File: src/uivc_pkg.sv
package uivc_pkg;

  // ----------------------------------------------------------------
  // Register offsets
  // ----------------------------------------------------------------
  localparam logic [15:0] UIVC_INT_STATUS_ADDR  = 16'h4004; // interrupt_status_zero
  localparam logic [15:0] UIVC_FIFO_STATUS_ADDR = 16'h402C; // bulk_tx_fifo_status
  localparam logic [15:0] UIVC_XCVR_CTRL_ADDR   = 16'h4040; // usb_transceiver_control
  localparam logic [15:0] UIVC_USB_STATUS_ADDR  = 16'h4032; // USB status holding mailbox valid
  localparam logic [15:0] UIVC_INT_MASK_ADDR    = 16'h4002; // Interrupt mask

  // ----------------------------------------------------------------
  // Field positions
  // ----------------------------------------------------------------
  localparam int UIVC_MBOX_VALID_BIT  = 0; // USB status: mailbox valid (plain RW)
  localparam int UIVC_USB_NAK_BIT     = 1; // USB status: NAK sent (W1C)
  localparam int UIVC_MBOX_SENT_BIT   = 2; // Int status: mailbox sent
  localparam int UIVC_BULK_IRQ_BIT    = 4; // Int status: bulk endpoint status
  localparam int UIVC_FIFO_VALID_BIT  = 5; // FIFO status: transmit valid
  localparam int UIVC_TOGGLE_BIT      = 7; // FIFO status: current data toggle
  localparam int UIVC_RX_ENABLE_BIT   = 6; // Transceiver: receiver enable

  // ----------------------------------------------------------------
  // Reset values
  // ----------------------------------------------------------------
  localparam logic [7:0] UIVC_XCVR_RESET = 8'h40;
  localparam logic [7:0] UIVC_MASK_RESET = 8'h00;

  // Token answers
  typedef enum logic [1:0] {UIVC_ANS_NONE, UIVC_ANS_NAK, UIVC_ANS_DATA, UIVC_ANS_ZLP} uivc_ans_t;

endpackage

File: src/uivc_w1c_bit.sv
`timescale 1ns/1ns
// Sticky status bit: hardware set wins over write-one clear
module uivc_w1c_bit
  import uivc_pkg::*;
(
  // Clock and reset
  input  wire logic clk_i,
  input  wire logic rst_n_i,
  // Controls
  input  wire logic set_i,
  input  wire logic clr_i,
  // State
  output logic      q_o
);

  // Set has priority over the clear
  always_ff @(posedge clk_i or negedge rst_n_i)
  begin
    if (!rst_n_i)
      q_o <= 1'b0;
    else if (set_i)
      q_o <= 1'b1;
    else if (clr_i)
      q_o <= 1'b0;
  end

  chk_set_wins: assert property (@(posedge clk_i) disable iff (!rst_n_i) set_i |=> q_o)
    else $error("sticky bit lost a set");

endmodule

File: src/uivc_token_fsm.sv
`timescale 1ns/1ns
// Bulk IN token answer decision and data toggle
module uivc_token_fsm
  import uivc_pkg::*;
(
  // Clock and reset
  input  wire logic      clk_i,
  input  wire logic      rst_n_i,
  // Token side
  input  wire logic      in_token_i,
  input  wire logic      ack_i,
  input  wire logic      fifo_valid_i,
  input  wire logic      valid_late_i,
  input  wire logic      zlp_defect_en_i,
  // Results
  output uivc_ans_t      answer_o,
  output logic           sent_o,
  output logic           toggle_o
);

  typedef enum {UIVC_IDLE, UIVC_WAIT_ACK} uivc_state_t;
  uivc_state_t state;
  uivc_ans_t   next_answer;

  // Decide answer from the valid flag at token time
  always_comb
  begin
    next_answer = UIVC_ANS_NONE;
    if (in_token_i && state == UIVC_IDLE)
    begin
      if (fifo_valid_i && !valid_late_i)
        next_answer = UIVC_ANS_DATA;
      else if (fifo_valid_i && zlp_defect_en_i)
        next_answer = UIVC_ANS_ZLP; // Late set turns NAK into empty data
      else
        next_answer = UIVC_ANS_NAK;
    end
  end

  // Answer register and ack wait
  always_ff @(posedge clk_i or negedge rst_n_i)
  begin
    if (!rst_n_i)
    begin
      state    <= UIVC_IDLE;
      answer_o <= UIVC_ANS_NONE;
      sent_o   <= 1'b0;
      toggle_o <= 1'b0;
    end
    else
    begin
      answer_o <= next_answer;
      sent_o   <= 1'b0;
      unique case (state)
        UIVC_IDLE:
          if (next_answer == UIVC_ANS_DATA || next_answer == UIVC_ANS_ZLP)
            state <= UIVC_WAIT_ACK;
        UIVC_WAIT_ACK:
          if (ack_i || in_token_i)
          begin
            state <= UIVC_IDLE;
            if (ack_i)
            begin
              sent_o   <= 1'b1;
              toggle_o <= ~toggle_o; // Alternate on acknowledged data
            end
          end
      endcase
    end
  end

  chk_nak_on_empty: assert property (@(posedge clk_i) disable iff (!rst_n_i)
    (in_token_i && state == UIVC_IDLE && !fifo_valid_i) |=> answer_o == UIVC_ANS_NAK)
    else $error("empty endpoint not NAKed");

  chk_toggle_flip: assert property (@(posedge clk_i) disable iff (!rst_n_i)
    (state == UIVC_WAIT_ACK && ack_i) |=> toggle_o != $past(toggle_o))
    else $error("toggle did not alternate");

endmodule

File: src/uivc_top.sv
`timescale 1ns/1ns
// Function
// Mailbox valid is plain RW, others W1C
// Device clears mailbox valid after delivery
// Firmware uses read-modify-write on USB status
// Firmware writes zero after mailbox-sent interrupt
// Transmit valid is bit 5 at 402C
// Token with valid clear gets NAK
// Late valid set may yield zero-length packet
// Bit 6 at 4040 enables receiver
// Bulk status bit 4 at 4004, W1C
// Firmware disables receiver, waits, sets valid
// Disable-to-clear sequence under six microseconds
// Valid set and status clear within 5us
// Without valid, bulk status only on NAK
// Fast firmware polls status then sets valid
// Valid bits mark written data ready
// Data toggle alternates on acknowledged transfers
module uivc_top
  import uivc_pkg::*;
#(
  parameter int LATE_WINDOW = 2 // Cycles before the token in which a valid set collides
)
(
  // Clock and reset
  input  wire logic        SYS_CLK_I,
  input  wire logic        RSTN_I,
  // Register port
  input  wire logic [15:0] ADDR_I,
  input  wire logic [7:0]  WDATA_I,
  input  wire logic        WR_I,
  input  wire logic        RD_I,
  output logic      [7:0]  RDATA_O,
  // Link events from the serial engine
  input  wire logic        BULK_IN_TOKEN_I,
  input  wire logic        MBOX_IN_TOKEN_I,
  input  wire logic        HOST_ACK_I,
  input  wire logic        ZLP_DEFECT_EN_I,
  // Link answers
  output logic      [1:0]  BULK_ANSWER_O,
  output logic             MBOX_DATA_O,
  output logic             DATA_TOGGLE_O,
  output logic             RX_ENABLE_O,
  // Interrupt
  output logic             IRQ_O
);

  // ----------------------------------------------------------------
  // Reset synchroniser
  // ----------------------------------------------------------------
  logic rst_meta;
  logic rst_n;

  // Release reset through two flops
  always_ff @(posedge SYS_CLK_I or negedge RSTN_I)
  begin
    if (!RSTN_I)
    begin
      rst_meta <= 1'b0;
      rst_n    <= 1'b0;
    end
    else
    begin
      rst_meta <= 1'b1;
      rst_n    <= rst_meta;
    end
  end

  // ----------------------------------------------------------------
  // Decode
  // ----------------------------------------------------------------
  logic wr_usb;
  logic wr_int;
  logic wr_fifo;
  logic wr_xcvr;
  logic wr_mask;

  assign wr_usb  = WR_I && ADDR_I == UIVC_USB_STATUS_ADDR;
  assign wr_int  = WR_I && ADDR_I == UIVC_INT_STATUS_ADDR;
  assign wr_fifo = WR_I && ADDR_I == UIVC_FIFO_STATUS_ADDR;
  assign wr_xcvr = WR_I && ADDR_I == UIVC_XCVR_CTRL_ADDR;
  assign wr_mask = WR_I && ADDR_I == UIVC_INT_MASK_ADDR;

  // ----------------------------------------------------------------
  // Control and valid flags
  // ----------------------------------------------------------------
  logic [7:0] xcvr_ctrl;
  logic [7:0] int_mask;
  logic       mbox_valid;
  logic       fifo_valid;
  logic [7:0] since_set;
  logic       rx_en;
  logic       bulk_tok;
  logic       mbox_tok;
  uivc_ans_t  answer;
  logic       bulk_sent;
  logic       toggle;
  logic       usb_nak;
  logic       bulk_irq;
  logic       mbox_sent_irq;
  logic       bulk_nak_ev;

  assign rx_en    = xcvr_ctrl[UIVC_RX_ENABLE_BIT];
  assign bulk_tok = BULK_IN_TOKEN_I && rx_en; // Ignore tokens while receiver off
  assign mbox_tok = MBOX_IN_TOKEN_I && rx_en;

  // Transceiver control and interrupt mask
  always_ff @(posedge SYS_CLK_I or negedge rst_n)
  begin
    if (!rst_n)
    begin
      xcvr_ctrl <= UIVC_XCVR_RESET;
      int_mask  <= UIVC_MASK_RESET;
    end
    else
    begin
      if (wr_xcvr)
        xcvr_ctrl <= WDATA_I;
      if (wr_mask)
        int_mask <= WDATA_I;
    end
  end

  // Mailbox valid: plain RW bit, cleared by delivery
  always_ff @(posedge SYS_CLK_I or negedge rst_n)
  begin
    if (!rst_n)
      mbox_valid <= 1'b0;
    else if (wr_usb)
      mbox_valid <= WDATA_I[UIVC_MBOX_VALID_BIT];
    else if (mbox_tok && mbox_valid)
      mbox_valid <= 1'b0; // Delivered to host
  end

  // Transmit FIFO valid: set by firmware, cleared on acknowledged data
  always_ff @(posedge SYS_CLK_I or negedge rst_n)
  begin
    if (!rst_n)
    begin
      fifo_valid <= 1'b0;
      since_set  <= 8'hFF;
    end
    else
    begin
      if (wr_fifo)
        fifo_valid <= WDATA_I[UIVC_FIFO_VALID_BIT];
      else if (bulk_sent)
        fifo_valid <= 1'b0;
      if (wr_fifo && WDATA_I[UIVC_FIFO_VALID_BIT] && !fifo_valid)
        since_set <= 8'h00;
      else if (since_set != 8'hFF)
        since_set <= since_set + 8'h01;
    end
  end

  // ----------------------------------------------------------------
  // Token answer engine
  // ----------------------------------------------------------------
  uivc_token_fsm u_fsm (
    .clk_i           (SYS_CLK_I),
    .rst_n_i         (rst_n),
    .in_token_i      (bulk_tok),
    .ack_i           (HOST_ACK_I),
    .fifo_valid_i    (fifo_valid),
    .valid_late_i    (since_set < 8'(LATE_WINDOW)),
    .zlp_defect_en_i (ZLP_DEFECT_EN_I),
    .answer_o        (answer),
    .sent_o          (bulk_sent),
    .toggle_o        (toggle)
  );

  // NAK sent on bulk endpoint
  assign bulk_nak_ev = answer == UIVC_ANS_NAK;

  // ----------------------------------------------------------------
  // Sticky status bits
  // ----------------------------------------------------------------
  // Bulk status set by a NAK or by acknowledged data only
  uivc_w1c_bit u_bulk_irq (
    .clk_i   (SYS_CLK_I),
    .rst_n_i (rst_n),
    .set_i   (bulk_nak_ev || bulk_sent),
    .clr_i   (wr_int && WDATA_I[UIVC_BULK_IRQ_BIT]),
    .q_o     (bulk_irq)
  );

  // Mailbox delivery event
  uivc_w1c_bit u_mbox_irq (
    .clk_i   (SYS_CLK_I),
    .rst_n_i (rst_n),
    .set_i   (mbox_tok && mbox_valid),
    .clr_i   (wr_int && WDATA_I[UIVC_MBOX_SENT_BIT]),
    .q_o     (mbox_sent_irq)
  );

  // NAK flag in USB status is W1C
  uivc_w1c_bit u_usb_nak (
    .clk_i   (SYS_CLK_I),
    .rst_n_i (rst_n),
    .set_i   (bulk_nak_ev),
    .clr_i   (wr_usb && WDATA_I[UIVC_USB_NAK_BIT]),
    .q_o     (usb_nak)
  );

  // ----------------------------------------------------------------
  // Read data, link outputs, interrupt
  // ----------------------------------------------------------------
  logic [7:0] int_status;
  logic [7:0] next_rdata;

  always_comb
  begin
    int_status = 8'h00;
    int_status[UIVC_BULK_IRQ_BIT]  = bulk_irq;
    int_status[UIVC_MBOX_SENT_BIT] = mbox_sent_irq;
    next_rdata = 8'h00;
    unique case (ADDR_I)
      UIVC_INT_STATUS_ADDR:  next_rdata = int_status;
      UIVC_INT_MASK_ADDR:    next_rdata = int_mask;
      UIVC_XCVR_CTRL_ADDR:   next_rdata = xcvr_ctrl;
      UIVC_FIFO_STATUS_ADDR:
      begin
        next_rdata[UIVC_FIFO_VALID_BIT] = fifo_valid;
        next_rdata[UIVC_TOGGLE_BIT]     = toggle;
      end
      UIVC_USB_STATUS_ADDR:
      begin
        next_rdata[UIVC_MBOX_VALID_BIT] = mbox_valid;
        next_rdata[UIVC_USB_NAK_BIT]    = usb_nak;
      end
      default:               next_rdata = 8'h00;
    endcase
  end

  // Registered outputs
  always_ff @(posedge SYS_CLK_I or negedge rst_n)
  begin
    if (!rst_n)
    begin
      RDATA_O       <= 8'h00;
      BULK_ANSWER_O <= 2'h0;
      MBOX_DATA_O   <= 1'b0;
      DATA_TOGGLE_O <= 1'b0;
      RX_ENABLE_O   <= 1'b0;
      IRQ_O         <= 1'b0;
    end
    else
    begin
      RDATA_O       <= RD_I ? next_rdata : 8'h00;
      BULK_ANSWER_O <= answer;
      MBOX_DATA_O   <= mbox_tok && mbox_valid;
      DATA_TOGGLE_O <= toggle;
      RX_ENABLE_O   <= rx_en;
      IRQ_O         <= |(int_status & int_mask);
    end
  end

  // ----------------------------------------------------------------
  // Checks
  // ----------------------------------------------------------------
  chk_mbox_clear: assert property (@(posedge SYS_CLK_I) disable iff (!rst_n)
    (mbox_tok && mbox_valid && !wr_usb) |=> !mbox_valid)
    else $error("mailbox valid not cleared on delivery");

  chk_mbox_plain_rw: assert property (@(posedge SYS_CLK_I) disable iff (!rst_n)
    wr_usb |=> mbox_valid == $past(WDATA_I[UIVC_MBOX_VALID_BIT]))
    else $error("mailbox valid not plain write");

  chk_fifo_valid_wr: assert property (@(posedge SYS_CLK_I) disable iff (!rst_n)
    wr_fifo |=> fifo_valid == $past(WDATA_I[UIVC_FIFO_VALID_BIT]))
    else $error("transmit valid write lost");

  chk_rx_gate: assert property (@(posedge SYS_CLK_I) disable iff (!rst_n)
    (!rx_en && !$past(BULK_IN_TOKEN_I && rx_en)) |=> answer == UIVC_ANS_NONE)
    else $error("answer while receiver disabled");

  chk_bulk_w1c: assert property (@(posedge SYS_CLK_I) disable iff (!rst_n)
    (wr_int && WDATA_I[UIVC_BULK_IRQ_BIT] && !bulk_nak_ev && !bulk_sent) |=> !bulk_irq)
    else $error("bulk status not cleared");

  chk_bulk_only_nak: assert property (@(posedge SYS_CLK_I) disable iff (!rst_n)
    (!bulk_irq && !bulk_nak_ev && !bulk_sent) |=> !bulk_irq)
    else $error("bulk status set without cause");

  chk_irq_level: assert property (@(posedge SYS_CLK_I) disable iff (!rst_n)
    |(int_status & int_mask) |=> IRQ_O)
    else $error("interrupt not raised");

  chk_read_timing: assert property (@(posedge SYS_CLK_I) disable iff (!rst_n)
    (RD_I && ADDR_I == UIVC_FIFO_STATUS_ADDR) |=> RDATA_O[UIVC_FIFO_VALID_BIT] == $past(fifo_valid))
    else $error("read data wrong");

endmodule

File: config.mk
export PLATFORM = sky130hd
export DESIGN_NAME = uivc_top
export DESIGN_NICKNAME = d
export VERILOG_FILES = /design/src/uivc_pkg.sv /design/src/uivc_w1c_bit.sv /design/src/uivc_token_fsm.sv /design/src/uivc_top.sv
export SDC_FILE = /design/constraint.sdc
export NUM_CORES = 1
export LEC_CHECK = 0
export BUFFER_PORTS_ARGS = -buffer_cell sky130_fd_sc_hd__buf_2
export CORE_MARGIN = 1.5
export CORE_UTILIZATION = 35
export DETAILED_ROUTE_END_ITERATION = 8
export GPL_ROUTABILITY_DRIVEN = 0
export GPL_TIMING_DRIVEN = 1
export PLACE_DENSITY_LB_ADDON = 0.15
export SLEW_MARGIN = 10
export SYNTH_ARGS = -nofsm -noshare
export SYNTH_HDL_FRONTEND = slang
export SYNTH_HIERARCHICAL = 1
export SYNTH_SLANG_ARGS = --single-unit
File: constraint.sdc
create_clock -name SYS_CLK_I -period 4.7 [get_ports SYS_CLK_I]
set_input_delay 0 -clock SYS_CLK_I [delete_from_list [all_inputs] [get_ports SYS_CLK_I]]
set_output_delay 0 -clock SYS_CLK_I [all_outputs]
set_load 0.05 [all_outputs]
After elaboration in Yosys (flattened, before gate mapping)
Index checks and enable logic that the tools add are counted.
- bits in writable memories: 0
- word-level logic and storage cells: 95
- bits in registers: 81
- bits in read-only memories: 0
- output and inout port bits: 14
- latch bits: 0
- memories kept: 0
- mux-type cells: 27
- add/sub/neg operators: 1
- divide/modulo/power cells: 0
- magnitude comparators: 1
- bitwise logic cells: 2
- multipliers: 0
- shift operators: 0
- reduce and logical (&&, ||, !) cells: 32
- equal/unequal tests: 12
- operators by type and width (operator ; number):
    equality test 16 x 15 -> 1 bit (second input constant) ; 5
    zero test 32 bit ; 2
    2-to-1 mux 32 bit ; 2
    case mux 32 bit (2 select lines) ; 1
    equality test 32 x 1 -> 1 bit (second input constant) ; 1
    2-to-1 mux 8 bit ; 3
    logical AND 1 bit ; 16
    2-to-1 mux 1 bit ; 13
    nonzero test 2 bit ; 6
    case mux 3 bit (3 select lines) ; 1
    adder 8 x 1 -> 8 bit (second input constant) ; 1
    bitwise AND 5 x 8 -> 8 bit ; 1
    < comparator 8 x 2 -> 1 bit (second input constant) ; 1
    != test 8 bit (second input constant) ; 1
    OR reduction 8 bit ; 1
    2-to-1 mux 2 bit ; 3
    case mux 1 bit (3 select lines) ; 2
    case mux 2 bit (3 select lines) ; 1
    equality test 2 bit (second input constant) ; 2
    != test 2 x 1 -> 1 bit (second input constant) ; 2
    logical OR 1 bit ; 3
    AND reduction 3 bit ; 1
    equality test 2 x 1 -> 1 bit (second input constant) ; 1
    zero test 1 bit ; 2
    other kinds (3) ; 3

Longest topological paths before layout
Gate-level depths: netlist of the first run.
- depth after elaboration: 9
- gate-level depth with buffers: 7

Modules after synthesis
The synthesis of the first run kept the hierarchy.
- by module, submodules not included (module ; seq. area each (um^2) ; times used ; area each (um^2) ; cells an instance):
    uivc_top ; 1062.3 ; 1 ; 1915.6 ; 163
    uivc_token_fsm ; 125.1 ; 1 ; 186.4 ; 15
    uivc_w1c_bit ; 25.0 ; 3 ; 36.3 ; 3

Worst setup path before layout of the first run
Ideal clock, no wire load.
- path type: register to register
- from: register since_set[4]
- to: register u_fsm.state[0]
- stages on the path, launching flop included: 6
- slack: 3.087 ns
- arrival time: 1.489 ns
- clock period less this slack: 1.613 ns
- data required time: 4.576 ns
- cell sequence: dfstp_2 clkbuf_1 or4_1 nor4_1 nor2b_1 o31ai_1
- longest elaborated chain between the ends: 9
- elaborated cells between the ends (all ways): 10
- classes of those cells: 1 x order compare; 3 x eq/ne; 2 x mux; 4 x reduce/logical
- RTL lines (what ; line ; text):
    from (decl) ; uivc_top.sv:91 ; logic [7:0] since_set;
    from (signal assigned) ; uivc_top.sv:152 ; since_set <= since_set + 8'h01;
    < comparator 8 x 2 -> 1 bit * ; uivc_top.sv:165 ; .valid_late_i (since_set < 8'(LATE_WINDOW)),
    zero test 1 bit * ; uivc_token_fsm.sv:31 ; if (fifo_valid_i && !valid_late_i)
    logical AND 1 bit * ; uivc_token_fsm.sv:31 ;
    2-to-1 mux 2 bit * ; uivc_token_fsm.sv:31 ;
    2-to-1 mux 2 bit * ; uivc_token_fsm.sv:29 ; if (in_token_i && state == UIVC_IDLE)
    equality test 2 bit ; uivc_token_fsm.sv:56 ; if (next_answer == UIVC_ANS_DATA || next_answer == UIVC_ANS_ZLP)
    logical OR 1 bit * ; uivc_token_fsm.sv:56 ;
    != test 2 x 1 -> 1 bit (no line) * ; - ;
    AND reduction 2 bit (no line) * ; - ;
    to (signal assigned) ; uivc_token_fsm.sv:45 ; state <= UIVC_IDLE;
    to (signal assigned) ; uivc_token_fsm.sv:57 ; state <= UIVC_WAIT_ACK;
    to (signal assigned) ; uivc_token_fsm.sv:61 ; state <= UIVC_IDLE;
    to (decl) ; uivc_token_fsm.sv:22 ; uivc_state_t state;
Mark *: on every way between the ends. The rest lies on a longest branch, timed or not.
A chain may end at the register's enable or synchronous reset.

Worst setup path in the final report of the first run
- from: register since_set[0]
- to: register since_set[5]
- longest elaborated chain between the ends: 3
- elaborated cells between the ends (all ways): 5
- classes of those cells: 1 x add/sub; 1 x eq/ne; 2 x mux; 1 x reduce/logical
- RTL lines (what ; line ; text):
    adder 8 x 1 -> 8 bit ; uivc_top.sv:152 ;
    2-to-1 mux 8 bit ; uivc_top.sv:151 ; else if (since_set != 8'hFF)
    2-to-1 mux 8 bit ; uivc_top.sv:149 ; if (wr_fifo && WDATA_I[UIVC_FIFO_VALID_BIT] && !fifo_valid)
Parallel ways exist; a longest one is shown, timed or not. The select of a mux whose other input is x is not followed.

==> results of run 1 <==
cells by family after synthesis:
logic type	synth area share (%)
adder cells (fa/ha/maj)	0.5658
buffers and inverters	1.698
flip-flops	57.10
other	0.1696
AO/OA/AOI/OAI	7.866
XOR/XNOR	0.7924
AND/OR/NAND/NOR	22.24
multiplexers	9.564
routing by layer:
metal / track usage, % / vias up / part of all wire, %
li1: - / 794 / -
met1: 20.32 / 772 / 49
met2: 24.15 / 50 / 44
met3: 4.066 / 6 / 5.5
met4: 4.237 / 0 / 1.1
met5: 0 / - / 0
power by group:
group          total (µW)  internal (µW)  switching [µW]
Clock                 362            213             149
Combinational         133           65.8            67.5
Sequential            546            491            55.9
Total                1040            770             273
layout by cell type (no fill, tap or decap), types with 3 or more instances in the layout:
cell type      count
mux2_2            17
nand3_1            3
nor3_1             9
a21o_1             3
dlygate4sd3_1     11
a22oi_1            6
inv_1              7
nand4_1            4
nor2b_1            5
and3_1             3
a22o_1             3
and2_1             9
clkbuf_8           5
dfrtp_1           40
buf_2             45
dfstp_2            9
o21ai_0            4
nor2_1            19
nor4_1             3
nand2b_1           3
nand2_1            9
through the flow:
| stage | hold WS [ps] | instances | area [µm²] |
|---|---|---|---|
| floorplan | -295.6 | 187 | 2211 |
| global placement | -213.3 | 305 | 2520 |
| detailed placement | -212.2 | 305 | 2520 |
| CTS | 12.61 | 324 | 2768 |
| global route | 21.97 | 324 | 2768 |
| finish | 15.27 | 324 | 2768 |
final cells by class:
cell class / count / area, µm² / area share, %
clock inverter: 3 / 68.82 / 2.486
timing repair buffer: 56 / 335.3 / 12.12
inverter: 7 / 26.28 / 0.9494
clock buffer: 5 / 68.82 / 2.486
sequential: 50 / 1264 / 45.66
multi-input combinational: 128 / 910.9 / 32.91
tap: 75 / 93.84 / 3.391
repair_timing:
item / in CTS / in global routing
setup endpoints to repair: 0 / 0
hold buffers: 11 / 0
hold endpoints to repair: 21 / 0
registers in the layout, indices dropped and copies added, names as in the netlist, 2 cells and up:
name            count
since_set           8
xcvr_ctrl           8
int_mask            8
RDATA_O             8
u_fsm/answer_o      2
BULK_ANSWER_O       2
final timing paths:
kind,start,to,cells after the start
max in group asynchronous,rst_n$_DFF_PN0_,RDATA_O[0]$_DFF_PN0_,0
min in group asynchronous,rst_n$_DFF_PN0_,xcvr_ctrl[5]$_DFFE_PN0P_,0
hold / removal,MBOX_IN_TOKEN_I,MBOX_DATA_O$_DFF_PN0_,2
setup reg to reg,since_set[0]$_DFFE_PN1P_,since_set[5]$_DFFE_PN1P_,5
hold reg to reg,rst_meta$_DFF_PN0_,rst_n$_DFF_PN0_,0
setup / recovery,since_set[0]$_DFFE_PN1P_,since_set[5]$_DFFE_PN1P_,5
==> results.json, run 1 <==
{
  "drc": 0,
  "die_y_um": 82.48,
  "status": "finished, final reports clean",
  "yosysTopAreaCellShare_pct": 46.41,
  "nNetsFinal": 281,
  "cts.clk_slew.worst_paths_ps": 90,
  "grt_pass1_vias": 1620,
  "finClkSkew_ps": 9.074,
  "cp_cell_sequence": "ha_1 > nand2_1 > nor3_1 > nor2_1 > nor3_1",
  "rsz0062_at_grt": "no",
  "start_kind": "flip-flop",
  "vias": 1622,
  "wl_per_cell_um": 14.39,
  "path_max_fanout": 5,
  "cts_resized": 0,
  "numCtsBuffers": 5,
  "tns_ps": 0,
  "slew_headroom_pct": 30.84,
  "grt_pass1_wl_um": 7569,
  "slowest_stage": "dfstp_2",
  "r2r_slack_ps": 2940,
  "wl_um": 4662,
  "cp.required_ps": 4920,
  "start_util_pct": 36.69,
  "finalMaxSlewViolations": 0,
  "syn_avg_cell_area_um2": 11.82,
  "ys_warn_count": 6,
  "clock_latency_ps": 310,
  "crit_path_max_incr_delay_ps": 570,
  "num-fill-cells": 582,
  "cp_top_family": "simple AND/OR/NAND/NOR gates",
  "antenna_found_initial": 0,
  "clock_sinks": 50,
  "cp.arrival_ps": 1980,
  "die_area_um2": 6803,
  "critPathBufInv": 0,
  "cts_max_path_buffers": 2,
  "hp-class": "in -> reg",
  "synthFlopType": "dfrtp_1",
  "post-synth-top-count-cell": "dfrtp_1",
  "grt_overflow_total": 0,
  "std_cell_rows": 28,
  "io_buffers": 45,
  "hold_viol": 0,
  "core_area_um2": 6026,
  "hpwl_um": 3365,
  "ys_seq_area_share_pct": 57.10,
  "drt_iter0_drc": 97,
  "max_cap_violations": 0,
  "worst_pin_slew_ps": 1037,
  "ys_top_cells_by_area": "dfrtp_1, dfstp_2, mux2_2",
  "drtPass1Iterations": 4,
  "max_freq_mhz": 569.1,
  "finalSetupViolCount": 0,
  "cp_common_cell": "nor3_1",
  "postCtsSetupRepairBufs": 0,
  "synth.distinct_cells": 40,
  "synth_common_cells": "dfrtp_1, nor2_1, mux2_2",
  "ant_nets": 0,
  "max-vdd-ir-drop_uv": 180.1,
  "synth_nets": 220,
  "grt_max_degree": 49,
  "cp-end-kind": "flip-flop",
  "async_flop_share_pct": 100.0,
  "ys_seq_elements": 50,
  "viasPerCell": 5.006,
  "die_w_um": 82.48,
  "period_needed_ps": 1757,
  "cts_tree": "done",
  "synth_largest_area_cell": "dfrtp_1",
  "p_total_uw": 1042,
  "antenna_cells": 0,
  "post-place-ws_ps": 2785,
  "syn_area_um2": 2211,
  "power_leakage_uw": 0.001337,
  "h-tree-depth": 2,
  "pin_count": 46,
  "post-route-period-util_pct": 37.39,
  "powerDensity_nw_per_um2": 376.6,
  "synth-edff-count": 0,
  "drive_above_1_share_pct": 34.94,
  "fin_util_pct": 45.93,
  "syn_to_final_growth_pct": 25.18,
  "critical_path_class": "reg -> reg",
  "grt_usage_pct": 15.19,
  "cts_root_buffer": "clkbuf_8",
  "synth_cells": 187,
  "fin_ws_ps": 2943
}
(Power assumes the default switching activity.)
==> run 2, diff against run 1 <==
Settings changed: ABC_AREA from default to 1.
Clock period 4.7 ns to 1.7 ns, I/O delays scaled along.
==> run 2 against run 1 <==
Against the previous run: clock-buffer cell count grew 2; die area rose by 13%; hold slack worse by 8.7 ps; via count is 27% higher; setup slack got worse by 2800 ps; non-clock buffer count is the same; register-to-register slack worse by 2800 ps; critical path depth grew 4; clock power increased by 130%; highest routed layer unchanged.
==> results.json, run 2 <==
{
  "status": "finished, final reports clean",
  "ys_warn_count": 6,
  "pin_count": 46,
  "post-place-ws_ps": 50.51,
  "critPathBufInv": 2,
  "critical_path_class": "reg -> reg",
  "multi_input_area_um2": 1039,
  "grt_overflow_total": 0,
  "synthFlopType": "dfrtp_1",
  "io_buffers": 45,
  "gr-usage-met3_pct": 3.110,
  "clock_sinks": 50,
  "cp_top_family": "flip-flops",
  "syn_avg_cell_area_um2": 8.129,
  "finalMaxSlewViolations": 0,
  "synth_largest_area_cell": "dfrtp_1",
  "hold_slack_ps": 6.530,
  "gr-usage-met1_pct": 22.47,
  "vias": 2067,
  "async_flop_share_pct": 100.0,
  "whs_path_depth": 3,
  "synth_cells": 310,
  "drive_above_1_share_pct": 26.95,
  "p_total_uw": 2775,
  "num-fill-cells": 713,
  "grt_max_degree": 49,
  "crit_path_max_incr_delay_ps": 560,
  "ant_nets": 0,
  "ys_top_cells_by_area": "dfrtp_1, nand2_1, dfstp_2",
  "period_needed_ps": 1511,
  "finClkSkew_ps": 8.905,
  "slowest_stage": "dfstp_2",
  "cts.clk_slew.worst_paths_ps": 90,
  "synth_nets": 343,
  "tns_ps": 0,
  "grt_usage_pct": 15.63,
  "viasPerCell": 4.426,
  "ys_seq_elements": 50,
  "wl_per_cell_um": 11.29,
  "grt_pass1_wl_um": 9287,
  "powerDensity_nw_per_um2": 903.2,
  "die_area_um2": 7718,
  "h-tree-depth": 2,
  "critical_path_depth": 9,
  "finalSetupViolCount": 0,
  "rr_worst_depth": 9,
  "synth_common_cells": "nand2_1, inv_1, nor2_1",
  "cp_cell_sequence": "ha_1 > nand2_2 > nor2_4 > nand3_2 > inv_1 > nand2_1 > nand2_1 > inv_1 > nor2_1",
  "cts_root_buffer": "clkbuf_8",
  "die_y_um": 87.85,
  "syn_area_um2": 2520,
  "ys_seq_area_share_pct": 50.10,
  "std_cell_rows": 30,
  "rsz0062_at_grt": "no",
  "mostFrequentLayoutCells": "nand2_1, inv_1, nor2_1",
  "post-route-period-util_pct": 88.88,
  "grt_pass1_vias": 1972,
  "fin_ws_ps": 189.0,
  "yosysTopAreaCellShare_pct": 40.71,
  "global_route.usage.met2_pct": 23.80,
  "nNetsFinal": 403,
  "cts_max_path_buffers": 2,
  "numCtsBuffers": 5,
  "synth.distinct_cells": 30,
  "max_cap_violations": 0,
  "drtPass1Iterations": 4,
  "antenna_found_initial": 0,
  "clock_latency_ps": 300,
  "power_leakage_uw": 0.001645,
  "path_max_fanout": 5,
  "die_w_um": 87.85,
  "cp-end-kind": "flip-flop",
  "hold_viol": 0,
  "core_area_um2": 6869,
  "post-synth-top-count-cell": "nand2_1",
  "postCtsSetupRepairBufs": 0,
  "mostFrequentLayoutCell": "nand2_1",
  "cp.arrival_ps": 1740,
  "hpwl_um": 3898,
  "cts_tree": "done",
  "syn_to_final_growth_pct": 21.95,
  "antenna_cells": 0,
  "start_util_pct": 36.68,
  "max-vdd-ir-drop_uv": 425.6,
  "drt_iter0_drc": 75,
  "max_freq_mhz": 661.8,
  "hp-class": "in -> reg",
  "gr-max-usage-layer": "met2",
  "wl_um": 5274,
  "ff_latch_area_um2": 1264,
  "cp.required_ps": 1930,
  "start_kind": "flip-flop",
  "synth-edff-count": 0,
  "drc": 0
}
## run 2: cell types whose count changed after synthesis, sizes merged, moves of 6 or more
cell / change
and2: -9
mux2: -17
o21ai: +18
inv: +46
a22oi: -6
nand3: +24
nor3: -9
nand2: +72
nor2: +36
## run 2: kinds of logic (layout without fill, tap and decap cells)
group / count (synthesis) / after routing / share of synthesized area (%)
AO/OA/AOI/OAI: 26 / 26 / 7.994
buffers and inverters: 57 / 118 / 9.285
other: 1 / 1 / 0.1488
adder cells (fa/ha/maj): 1 / 1 / 0.4964
flip-flops: 50 / 50 / 50.10
XOR/XNOR: 3 / 3 / 1.043
AND/OR/NAND/NOR: 172 / 172 / 30.93
## run 2: repair_timing
| item | 4_1_cts | 5_1_grt |
|---|---|---|
| hold buffers | 8 | 0 |
| resized for setup | 0 | 4 |
| hold endpoints to repair | 15 | 0 |
| setup endpoints to repair | 0 | 6 |
## run 2: power breakdown
part           switching, µW  internal [µW]
clock network            378            441
logic                    296            214
registers               94.1           1350
## run 2: worst register-to-register path, stage by stage, from the launching register on
cell	delay [ps]
dfstp_2	560
ha_1	200
nand2_2	100
nor2_4	120
nand3_2	130
inv_1	120
nand2_1	50
nand2_1	50
inv_1	30
nor2_1	90
## run 2: metrics by stage
stage	area, µm²	util [%]	cells
after detailed placement	2872	41.80	451
after global routing	3073	44.74	467
final	3073	44.74	467
after global placement	2872	41.80	451
after floorplan	2520	-	310
after CTS	3058	44.52	467
## run 2: final timing paths
path	startpoint	end	slack, ps
worst max register to register	since_set[0]$_DFFE_PN1P_	since_set[1]$_DFFE_PN1P_	190
max in group asynchronous	RSTN_I	rst_n$_DFF_PN0_	1010
worst min register to register	rst_n$_DFF_PN0_	RX_ENABLE_O$_DFF_PN0_	240
worst max-delay path	since_set[0]$_DFFE_PN1P_	since_set[1]$_DFFE_PN1P_	190
min in group asynchronous	rst_n$_DFF_PN0_	RX_ENABLE_O$_DFF_PN0_	240
worst min-delay path	WDATA_I[1]	int_mask[1]$_DFFE_PN0P_	7
## run 2: layer usage
metal | up-vias | share of wire [%]
li1 | 1074 | -
met4 | 0 | 1.3
met1 | 948 | 49
met5 | - | 0
met2 | 38 | 46
met3 | 7 | 3.4
## run 2: final cells by class
| class | instances | area share, % |
|---|---|---|
| Sequential cell | 50 | 41.12 |
| Inverter | 54 | 6.637 |
| Clock buffer | 7 | 2.484 |
| Timing Repair Buffer | 56 | 11.07 |
| Clock inverter | 1 | 0.9772 |
| Tap cell | 96 | 3.909 |
| Multi-Input combinational cell | 203 | 33.79 |
==> run 3, diff against run 2 <==
Settings changed: CORE_MARGIN 1.5 to 2, CORE_UTILIZATION 35 to 40, MAX_ROUTING_LAYER from default to met4.
==> run 3 against run 2 <==
Against the previous run: first-iteration DRC count down 8.0%; total power up 2.4%; global-route usage up 1.5 points; sequential cell count unchanged; routed wire length up 0.72%; setup slack worse by 71 ps; clock power up 7.1%; clock skew up 0.89 ps; critical path type unchanged.
==> results.json, run 3 (same netlist as run 2, synthesis figures left out) <==
{
  "drive_above_1_share_pct": 27.32,
  "post-place-ws_ps": 36.65,
  "pwr-share-clk_pct": 30.9,
  "critical_path_class": "reg -> reg",
  "mostFrequentLayoutCell": "nand2_1",
  "path_max_fanout": 5,
  "rr_worst_depth": 8,
  "numCtsBuffers": 5,
  "io_buffers": 45,
  "worst_r2r_endpoint": "since_set[5]$_DFFE_PN1P_",
  "ant_nets": 0,
  "grt_usage_pct": 17.16,
  "antenna_found_initial": 0,
  "antenna_cells": 0,
  "max-vdd-ir-drop_uv": 523.4,
  "hpwl_um": 3956,
  "grt_overflow_total": 0,
  "cp-end-kind": "flip-flop",
  "wl_per_cell_um": 11.75,
  "pin_count": 46,
  "cts_root_buffer": "clkbuf_8",
  "r2r_slack_ps": 120,
  "grt_pass1_vias": 1966,
  "crit_path_max_incr_delay_ps": 570,
  "hp-class": "in -> reg",
  "power_leakage_uw": 0.001677,
  "p_total_uw": 2841,
  "die_y_um": 83.37,
  "r2r-start": "since_set[1]$_DFFE_PN1P_",
  "grt_pass1_wl_um": 9335,
  "tns_ps": 0,
  "drt_iter0_drc": 69,
  "clock_sinks": 50,
  "worstHoldStart": "WDATA_I[0]",
  "std_cell_rows": 28,
  "status": "finished, final reports clean",
  "cts.clk_slew.worst_paths_ps": 90,
  "post-route-period-util_pct": 93.08,
  "drtPass1Iterations": 4,
  "finalSetupViolCount": 0,
  "syn_to_final_growth_pct": 23.09,
  "drc": 0,
  "finClkSkew_ps": 9.790,
  "cp.required_ps": 1940,
  "core_area_um2": 5991,
  "start_kind": "flip-flop",
  "switching_share_pct": 27.54,
  "slowest_stage": "dfstp_2",
  "cp.arrival_ps": 1830,
  "finalMaxSlewViolations": 0,
  "comb_power_share_pct": 18.1,
  "fin_ws_ps": 117.6,
  "cp_cell_sequence": "ha_1 > nand2_1 > nor2_2 > nand3_2 > buf_4 > nand3_1 > o21ai_0 > nor2_1",
  "start_util_pct": 42.06,
  "die_w_um": 83.37,
  "seqPwrFrac_pct": 51.0,
  "num-fill-cells": 600,
  "vias": 2065,
  "wl_um": 5312,
  "max_cap_violations": 0,
  "p_int_uw": 2059,
  "whs_path_depth": 3,
  "nNetsFinal": 409,
  "viasPerCell": 4.569,
  "whs_endpoint": "xcvr_ctrl[0]$_DFFE_PN0P_",
  "grt_max_degree": 32,
  "cts_tree": "done",
  "die_area_um2": 6951,
  "hold_viol": 0,
  "max_freq_mhz": 632.0,
  "cts_max_path_buffers": 2,
  "mostFrequentLayoutCells": "nand2_1, inv_1, nor2_1",
  "period_needed_ps": 1582,
  "power_switching_uw": 782.5,
  "ff_latch_area_um2": 1264,
  "clock_latency_ps": 310,
  "h-tree-depth": 2,
  "powerDensity_nw_per_um2": 916.0,
  "multi_input_area_um2": 1031
}
## run 3: cell count changes in the layout (fill, tap and decap cells not counted)
| cell | previous run | this run |
|---|---|---|
| nand2_2 | 7 | 6 |
| nor2_4 | 2 | 1 |
| buf_4 | 2 | 5 |
| nor2_2 | 3 | 4 |
| nand2_1 | 72 | 73 |
| clkbuf_1 | 2 | 1 |
| dlygate4sd3_1 | 8 | 11 |
| clkbuf_8 | 5 | 6 |
## run 3: what timing repair did
item	4_1_cts	5_1_grt
hold endpoints to repair	21	0
buffers inserted	0	3
hold buffers	11	0
endpoints found under the setup margin	0	5
gates resized for setup	0	2
## run 3: final cells by class
type / instances / share of cell area, %
flip-flops and latches: 50 / 40.74
multi-input cells: 203 / 33.24
repair buffers: 62 / 12.67
well taps: 75 / 3.025
inverters: 54 / 6.575
clock inverters: 1 / 0.9681
clock buffers: 7 / 2.783
## run 3: per-stage QoR
stage               std cells  area [µm²]  hold slack [ps]  utilization, %
floorplan                 310        2520           -295.6               -
global placement          430        2845           -213.8           47.49
detailed placement        430        2845           -211.6           47.49
CTS                       449        3072            3.969           51.27
global route              452        3102            27.98           51.78
finish                    452        3102            6.648           51.78
## run 3: per-layer routing
metal / global-route usage [%] / up-vias / routed length [µm]
met4: 5.812 / 0 / 83
met5: - / - / 0
met3: 3.082 / 7 / 161
met1: 23.10 / 943 / 2549
met2: 26.25 / 34 / 2517
li1: - / 1081 / -
## run 3: worst max-delay path: cells and delay by family (launching register included)
kind | cells | cell delay [ps]
and+or+nand+nor | 5 | 530
buffers and inverters | 1 | 160
adders and majority gates | 1 | 180
AOI/OAI and AO/OA | 1 | 70
DFF | 1 | 570
## run 3: worst max path at each step
stage | start | endpoint
after floorplan | since_set[0]$_DFFE_PN1P_ | since_set[3]$_DFFE_PN1P_
after global placement | since_set[0]$_DFFE_PN1P_ | since_set[1]$_DFFE_PN1P_
after detailed placement | since_set[1]$_DFFE_PN1P_ | since_set[1]$_DFFE_PN1P_
after CTS | since_set[1]$_DFFE_PN1P_ | since_set[1]$_DFFE_PN1P_
after global routing | since_set[1]$_DFFE_PN1P_ | since_set[3]$_DFFE_PN1P_
final | since_set[1]$_DFFE_PN1P_ | since_set[5]$_DFFE_PN1P_
## run 3: power by group through the flow
stage	Clock, µW	Sequential (µW)	Combinational [µW]
after detailed placement	0	1470	470
after CTS	901	1450	493
after global placement	0	1470	454
after floorplan	0	1460	343
final	877	1450	514
after global routing	946	1470	605
